**config.mk**
```make
export PLATFORM = sky130hd
export DESIGN_NAME = ierr_reporter
export DESIGN_NICKNAME = d
export VERILOG_FILES = /design/src/verilog/ierr_pkg.sv /design/src/verilog/ierr_hold_timer.sv /design/src/verilog/ierr_reporter.sv
export SDC_FILE = /design/constraint.sdc
export NUM_CORES = 1
export LEC_CHECK = 0
export ABC_AREA = 1
export BUFFER_PORTS_ARGS = -buffer_cell sky130_fd_sc_hd__buf_2
export CORE_MARGIN = 1.5
export CORE_UTILIZATION = 63
export CTS_CLUSTER_SIZE = 14
export DETAILED_ROUTE_END_ITERATION = 10
export GPL_ROUTABILITY_DRIVEN = 0
export HOLD_SLACK_MARGIN = 0.15
export PLACE_DENSITY = 0.9
export SYNTH_ARGS = -nofsm -noshare
export SYNTH_HDL_FRONTEND = slang
export SYNTH_SLANG_ARGS = --single-unit
```
**constraint.sdc**
```tcl
create_clock -name clock -period 2.7 [get_ports clock]
set_clock_uncertainty 0.15 [all_clocks]
set_input_delay 0.135 -clock clock [delete_from_list [all_inputs] [get_ports clock]]
set_output_delay 0.135 -clock clock [all_outputs]
set_load 0.01 [all_outputs]
```
**src/verilog/ierr_pkg.sv**
```systemverilog
// Constants and types shared by the error reporting block
package ierr_pkg;
   // Clock and hold timing
   localparam int unsigned CLK_HZ        = 10000000;
   localparam int unsigned HOLD_TIME_MS  = 2000;
   localparam int unsigned HOLD_CYCLES   = (CLK_HZ / 1000) * HOLD_TIME_MS;
   localparam int unsigned HOLD_W        = 25;
   // LED flash half period
   localparam int unsigned FLASH_TIME_MS = 250;
   localparam int unsigned FLASH_CYCLES  = (CLK_HZ / 1000) * FLASH_TIME_MS;
   // Receive buffer depth in commands
   localparam int unsigned RXQ_DEPTH     = 100;
   localparam int unsigned RXQ_W         = 7;
   // Error codes, middle two hex digits of the Ex?E code
   localparam logic [7:0] ERR_NONE      = 8'h00;
   localparam logic [7:0] ERR_PGM_SAVE  = 8'h41;
   localparam logic [7:0] ERR_ZONE_SAVE = 8'h42;
   localparam logic [7:0] ERR_JOG_SAVE  = 8'h43;
   localparam logic [7:0] ERR_PGM_CANCEL= 8'h44;
   localparam logic [7:0] ERR_JOG_CANCEL= 8'h46;
   localparam logic [7:0] ERR_RX_OVF    = 8'h47;
   localparam logic [7:0] ERR_PARITY    = 8'h48;
   localparam logic [7:0] ERR_FRAMING   = 8'h49;
   // Power-up alarm bit positions
   localparam int unsigned ALM_19A = 0;
   localparam int unsigned ALM_1BA = 1;
   localparam int unsigned ALM_1FA = 2;
   localparam int unsigned ALM_22A = 3;
   // Table selector
   typedef enum logic [1:0] {IERR_TBL_PGM, IERR_TBL_ZONE, IERR_TBL_JOG, IERR_TBL_NONE} ierr_tbl_e;
   // Hold timer state
   typedef enum logic {IERR_IDLE, IERR_HOLD} ierr_state_e;
endpackage

```
**src/verilog/ierr_hold_timer.sv**
```systemverilog
// Retriggerable 2-second hold timer with LED flash phase
`timescale 1ns/100ps
module ierr_hold_timer
   import ierr_pkg::*;
(
   input  wire logic clock,
   input  wire logic rst,
   input  wire logic trigger,
   output logic      active,
   output logic      flash
);
   ierr_state_e       state_r;
   logic [HOLD_W-1:0] count_r;
   logic [HOLD_W-1:0] flash_cnt_r;

   // Each trigger restarts the full hold so the latest error extends it
   always_ff @(posedge clock) begin
      if (rst) begin
         state_r <= IERR_IDLE;
         count_r <= '0;
      end else if (trigger) begin
         state_r <= IERR_HOLD;
         count_r <= HOLD_W'(HOLD_CYCLES - 1);
      end else begin
         case (state_r)
            IERR_HOLD: begin
               if (count_r == '0) begin
                  state_r <= IERR_IDLE;
               end else begin
                  count_r <= count_r - 1'b1;
               end
            end
            default: state_r <= IERR_IDLE;
         endcase
      end
   end

   // Flash phase toggles every quarter second while holding
   always_ff @(posedge clock) begin
      if (rst || trigger) begin
         flash_cnt_r <= '0;
         flash       <= 1'b0;
      end else if (state_r == IERR_HOLD) begin
         if (flash_cnt_r == HOLD_W'(FLASH_CYCLES - 1)) begin
            flash_cnt_r <= '0;
            flash       <= ~flash;
         end else begin
            flash_cnt_r <= flash_cnt_r + 1'b1;
         end
      end else begin
         flash_cnt_r <= '0;
         flash       <= 1'b0;
      end
   end

   assign active = (state_r == IERR_HOLD);
endmodule

```
**src/verilog/ierr_reporter.sv**
```systemverilog
// Error reporting unit: code capture, receive buffer count, timed indication
// How it works
// - Indication and warning held two seconds
// - Errors never touch servo power state
// - Show common error display code two seconds
// - Red LED flashes for two seconds
// - Alarm reply and fault output unchanged
// - Latest error code kept for query
// - Caution output active two seconds per error
// - Program table store failure gives E41E
// - Zone table store failure gives E42E
// - Jog table store failure gives E43E
// - Program start refused after power-up alarm 19A or 1BA
// - Jog start refused after power-up alarm 1FA or 22A
// - Buffer overflow gives E47E, buffer flushed
// - Parity error logs E48E, discards, no reply
// - Parity error still flags caution and LED
// - Stop bit error logs E49E, discards, flags
`timescale 1ns/100ps
module ierr_reporter
   import ierr_pkg::*;
(
   input  wire logic             clock,
   input  wire logic             rst,
   // Non-volatile table write outcome
   input  wire logic             nv_write_fail,
   input  wire ierr_pkg::ierr_tbl_e nv_write_table,
   // Table operation start requests
   input  wire logic             program_table_start_req,
   input  wire logic             jog_table_start_req,
   // Power-up alarm flags, captured by the reporter
   input  wire logic [3:0]       powerup_alarms,
   input  wire logic             powerup_alarms_valid,
   // Serial receive side
   input  wire logic             rx_cmd_push,
   input  wire logic             rx_cmd_pop,
   input  wire logic             rx_parity_err,
   input  wire logic             rx_stop_bit_err,
   // Servo and fault state passed through untouched
   input  wire logic             servo_on_in,
   input  wire logic             fault_in,
   // Outputs
   output logic                  program_table_start_ok,
   output logic                  jog_table_start_ok,
   output logic                  rx_flush,
   output logic                  rx_cmd_discard,
   output logic                  error_reply_valid,
   output logic [7:0]            error_reply_code,
   output logic [7:0]            last_error_code,
   output logic                  common_error_display_code,
   output logic                  red_led,
   output logic                  caution_out,
   output logic                  fault_out,
   output logic                  servo_on_out,
   output logic [RXQ_W-1:0]      rx_cmd_count
);
   logic             pgm_blocked_r;
   logic             jog_blocked_r;
   logic             event_hit;
   logic [7:0]       event_code;
   logic             event_reply;
   logic             overflow;
   logic             hold_active;
   logic             hold_flash;
   logic [RXQ_W-1:0] rx_cmd_count_nxt;

   // Map a failed table write to its code
   function automatic logic [7:0] nv_fail_code(input ierr_tbl_e tbl);
      case (tbl)
         IERR_TBL_PGM:  nv_fail_code = ERR_PGM_SAVE;
         IERR_TBL_ZONE: nv_fail_code = ERR_ZONE_SAVE;
         IERR_TBL_JOG:  nv_fail_code = ERR_JOG_SAVE;
         default:       nv_fail_code = ERR_NONE;
      endcase
   endfunction

   // Power-up alarms accumulate on each valid strobe; later changes cannot unblock a start
   always_ff @(posedge clock) begin
      if (rst) begin
         pgm_blocked_r <= 1'b0;
         jog_blocked_r <= 1'b0;
      end else if (powerup_alarms_valid) begin
         pgm_blocked_r <= pgm_blocked_r | powerup_alarms[ALM_19A]
                          | powerup_alarms[ALM_1BA];
         jog_blocked_r <= jog_blocked_r | powerup_alarms[ALM_1FA]
                          | powerup_alarms[ALM_22A];
      end
   end

   // A push into a full buffer is an overflow
   assign overflow = rx_cmd_push && !rx_cmd_pop
                     && (rx_cmd_count == RXQ_W'(RXQ_DEPTH));

   // Event priority: later sources in this chain win if simultaneous
   always_comb begin
      event_hit   = 1'b0;
      event_code  = ERR_NONE;
      event_reply = 1'b0;
      if (nv_write_fail && nv_write_table != IERR_TBL_NONE) begin
         event_hit   = 1'b1;
         event_code  = nv_fail_code(nv_write_table);
         event_reply = 1'b1;
      end
      if (program_table_start_req && pgm_blocked_r) begin
         event_hit   = 1'b1;
         event_code  = ERR_PGM_CANCEL;
         event_reply = 1'b1;
      end
      if (jog_table_start_req && jog_blocked_r) begin
         event_hit   = 1'b1;
         event_code  = ERR_JOG_CANCEL;
         event_reply = 1'b1;
      end
      if (overflow) begin
         event_hit   = 1'b1;
         event_code  = ERR_RX_OVF;
         event_reply = 1'b1;
      end
      // Line errors send no reply, only indication
      if (rx_parity_err) begin
         event_hit   = 1'b1;
         event_code  = ERR_PARITY;
         event_reply = 1'b0;
      end
      if (rx_stop_bit_err) begin
         event_hit   = 1'b1;
         event_code  = ERR_FRAMING;
         event_reply = 1'b0;
      end
   end

   // Receive buffer occupancy; overflow empties it entirely
   always_comb begin
      rx_cmd_count_nxt = rx_cmd_count;
      if (overflow) begin
         rx_cmd_count_nxt = '0;
      end else if (rx_cmd_push && !rx_cmd_pop) begin
         rx_cmd_count_nxt = rx_cmd_count + 1'b1;
      end else if (rx_cmd_pop && !rx_cmd_push && rx_cmd_count != '0) begin
         rx_cmd_count_nxt = rx_cmd_count - 1'b1;
      end
   end

   always_ff @(posedge clock) begin
      if (rst) begin
         rx_cmd_count <= '0;
      end else begin
         rx_cmd_count <= rx_cmd_count_nxt;
      end
   end

   // Flush and discard strobes toward the receiver
   always_ff @(posedge clock) begin
      if (rst) begin
         rx_flush       <= 1'b0;
         rx_cmd_discard <= 1'b0;
      end else begin
         rx_flush       <= overflow;
         rx_cmd_discard <= rx_parity_err | rx_stop_bit_err;
      end
   end

   // Most recent error code, kept until overwritten
   always_ff @(posedge clock) begin
      if (rst) begin
         last_error_code <= ERR_NONE;
      end else if (event_hit) begin
         last_error_code <= event_code;
      end
   end

   // Negative reply strobe toward the serial transmitter
   always_ff @(posedge clock) begin
      if (rst) begin
         error_reply_valid <= 1'b0;
         error_reply_code  <= ERR_NONE;
      end else begin
         error_reply_valid <= event_hit && event_reply;
         if (event_hit && event_reply) begin
            error_reply_code <= event_code;
         end
      end
   end

   // Start grants: refused while a power-up alarm blocks the table
   always_ff @(posedge clock) begin
      if (rst) begin
         program_table_start_ok <= 1'b0;
         jog_table_start_ok     <= 1'b0;
      end else begin
         program_table_start_ok <= program_table_start_req && !pgm_blocked_r;
         jog_table_start_ok     <= jog_table_start_req && !jog_blocked_r;
      end
   end

   // Shared hold timer for display, LED and caution
   ierr_hold_timer ierr_hold_timer_inst (
      .clock   (clock),
      .rst     (rst),
      .trigger (event_hit),
      .active  (hold_active),
      .flash   (hold_flash)
   );

   // Indication outputs registered; one cycle behind the timer
   always_ff @(posedge clock) begin
      if (rst) begin
         common_error_display_code <= 1'b0;
         red_led                   <= 1'b0;
         caution_out               <= 1'b0;
      end else begin
         common_error_display_code <= hold_active;
         red_led                   <= hold_active & ~hold_flash;
         caution_out               <= hold_active;
      end
   end

   // Servo power and fault pass through; errors never alter them
   always_ff @(posedge clock) begin
      if (rst) begin
         servo_on_out <= 1'b0;
         fault_out    <= 1'b0;
      end else begin
         servo_on_out <= servo_on_in;
         fault_out    <= fault_in;
      end
   end
endmodule
```
==> summary.txt <==
Outcome
  – Status: completed

Clocking
  – Clk sinks: 80
  – CTS root buffer: clkbuf_8
  – TritonCTS buffer count: 9
  – H-tree depth: 3
  – Clk buf depth: 2
  – Clk_lat worst skew: 360 ps
  – CTS tree: built
  – Setup bufs post-CTS: 0
  – Clk pin slew, worst setup/hold paths: 70 ps

Routing
  – DR vias/cell: 5.50
  – DRC: 0
  – 1st-pass router iterations: 6
  – Post-route antenna net violation count: 0
  – Post-Route WL: 11400 um
  – Met3 wire len: 731 um
  – Initial drt markers: 356
  – Uppermost layer routed: met4
  – Met2 wire length: 5440 um
  – Metal1 wirelength: 4710 um
  – Average wire per standard cell: 14.1 um
  – Via count: 4447

Yosys
  – EDFF count, synth: 0
  – Post-Synthesis Cells: 648
  – Flops & latches, synth: 80
  – Post-synthesis async set-or-reset flop share: 0%
  – Synth Area in XOR/XNOR: 6.23%
  – Simple-Gate Fraction of Synth Area: 38.9%
  – Synthesized area: 0.00450 mm^2
  – Compound-cell area share of the yosys netlist: 5.59%
  – Adder-cell share of the synthesized area: 3.50%
  – Mux contribution to synthesized area: 0%
  – Largest family of logic cells by synthesized area: simple AND/OR/NAND/NOR gates
  – YS warnings: 0
  – Dominant synthesized flop cell: dfxtp_1
  – Register area share after synthesis: 35.6%
  – Avg Inst Size Synth: 6.95 um^2
  – Unique masters post-synth: 40

Critical path
  – CP cell instances: dlygate4sd3_1, buf_2, nor2_2, dlygate4sd3_1, nand3_4, clkinv_4, nand2_4, a21oi_4, inv_2, nor2_2
  – Critical-path cell with the highest stage delay: dlygate4sd3_1
  – CP Class: in -> reg
  – Req. time, crit path: 2840 ps
  – Max stage delay on crit path: 750 ps
  – Crit path launch type: input port
  – Crit end category: flop
  – CP Max Fanout: 23
  – Crit path buf inv count: 5
  – Top delay family on crit path: buffers and inverters
  – CP Data Arrival Time: 2680 ps
  – R2R setup slack: 550 ps

Timing
  – Crit path time final: 2540 ps
  – Endpoints failing hold: 0
  – Final setup TNS: 0 ps
  – Slew @ Worst Pin: 652 ps
  – Slew headroom: 56.5%
  – Max Slew Vio Count: 0
  – Final setup violation count: 0
  – Final worst setup slack: 162 ps
  – Final hold slack: 237 ps
  – Period utilization: 94.0%
  – RSZ-0062 raised after global routing: false
  – Fmax: 394 MHz

Global route
  – First-pass GRT wire length: 18700 um
  – GRT Resource Usage Total: 31.2%
  – Vias in the first global route: 4133
  – Antenna violations before repair: 0
  – Pin count of the biggest net entering global routing: 24
  – Gr ovfl total: 0

Finish
  – ANT cells: 0
  – Fin nets: 740
  – Util after Layout: 74.2%
  – Layout cell share with drive strength beyond 1: 15.0%
  – Area delta synth->final: 13.3%

Floorplanning
  – Starting Density: 65.5%
  – Core area: 0.00687 mm^2
  – Chip Width: 87.5 um
  – Chip Height: 87.5 um
  – Io pins: 51
  – Rows: 30
  – Die footprint: 0.00766 mm^2

Run
  – Max-cap violation count: 0

Power and ir drop
  – Static leakage: 0.00224 uW
  – Peak VDD IR: 387 uV
  – Final Power: 2520 uW
  – Power density over the cells: 495 mW/mm^2

Placement
  – HPWL after detailed placement: 7180 um
  – Worst slack, placed: 612 ps
  – PortBufs: 44

Worst hold path
  – Min-delay worst type: in -> reg
-- power breakdown --
part | internal [uW] | switching [uW]
sequential | 1230 | 57.6
clock | 349 | 417
combinational | 187 | 281
total | 1770 | 756
-- sequential cells by signal (all words and copies together), names as in the netlist, 5 cells and up --
name	cells
last_error_code	5
ierr_hold_timer_inst.count_r	25
ierr_hold_timer_inst.flash_cnt_r	25
error_reply_code	5
rx_cmd_count	7
-- per-stage QoR --
| step | area, um^2 | instances |
|---|---|---|
| floorplan | 4520 | 653 |
| global placement | 4740 | 774 |
| detailed placement | 4740 | 774 |
| CTS | 5100 | 809 |
| global route | 5100 | 809 |
| finish | 5100 | 809 |
-- cells by family (layout without fill, tap and decap cells) --
kind of cell	Yosys count	after routing
flip-flops	80	80
adder cells (fa/ha/maj)	12	12
buffers and inverters	104	164
AND/OR/NAND/NOR	374	374
AO/OA/AOI/OAI	45	45
other	1	6
XOR/XNOR	32	32
-- what timing repair did --
item | in CTS | in global routing
gates resized for setup | 0 | 0
hold buffers | 21 | 0
hold endpoints to repair | 26 | 0
-- Yosys cell counts (3+ instances only) --
cell type	instances	area share [%]
a21oi_1	25	2.8
dfxtp_1	80	36
xnor2_1	18	3.5
nor2_4	6	1.5
nand2_2	4	0.56
buf_4	8	1.3
buf_2	4	0.44
nand4_1	20	2.8
nand3b_1	4	0.67
clkbuf_1	4	0.33
o21ai_0	13	1.4
nor2_2	29	4.0
xor2_1	14	2.7
nor3_1	11	1.2
nor2_1	77	6.4
nand2_1	152	13
buf_6	3	0.75
nand3_1	61	6.8
ha_1	11	3.1
inv_1	80	6.7
-- metal layers --
layer	GRT usage, %	vias up
met5	0	-
li1	-	2150
met3	6.13	59
met2	50.6	229
met1	38.5	2009
met4	18.9	0
-- cell type report --
type | instances | area [um^2]
multi-input cells | 469 | 2460
well taps | 96 | 120
fillers | 487 | 1770
inverters | 84 | 323
clock buffers | 13 | 149
clock inverters | 1 | 5.00
flip-flops and latches | 80 | 1600
repair buffers | 66 | 438
-- worst reg2reg max path: cells and delay by family (launching register included) --
kind            cells  cell delay, ps
compound gates      1             100
fa+ha+maj           1             160
buf+inv             3             300
flops               1             350
simple gates        7            1040
-- layout by cell type, fill, tap and decap left out, types with 6 or more instances in the layout --
cell	n
a21oi_1	25
buf_2	44
clkbuf_8	10
conb_1	6
dfxtp_1	80
dlygate4sd3_1	21
ha_1	11
inv_1	80
nand2_1	152
nand3_1	61
nand4_1	20
nor2_1	77
nor2_2	29
nor2_4	6
nor3_1	11
o21ai_0	13
xnor2_1	18
xor2_1	14
-- worst paths after layout --
kind / from / endpoint / depth (start not counted)
hold reg to reg: ierr_hold_timer_inst.flash / red_led / 1
setup / recovery: rx_parity_err / ierr_hold_timer_inst.flash_cnt_r[16] / 10
hold / removal: rx_cmd_pop / rx_cmd_count[1] / 6
setup reg to reg: ierr_hold_timer_inst.count_r[0] / ierr_hold_timer_inst.count_r[1] / 12
Power figures use the tool's default switching activity.
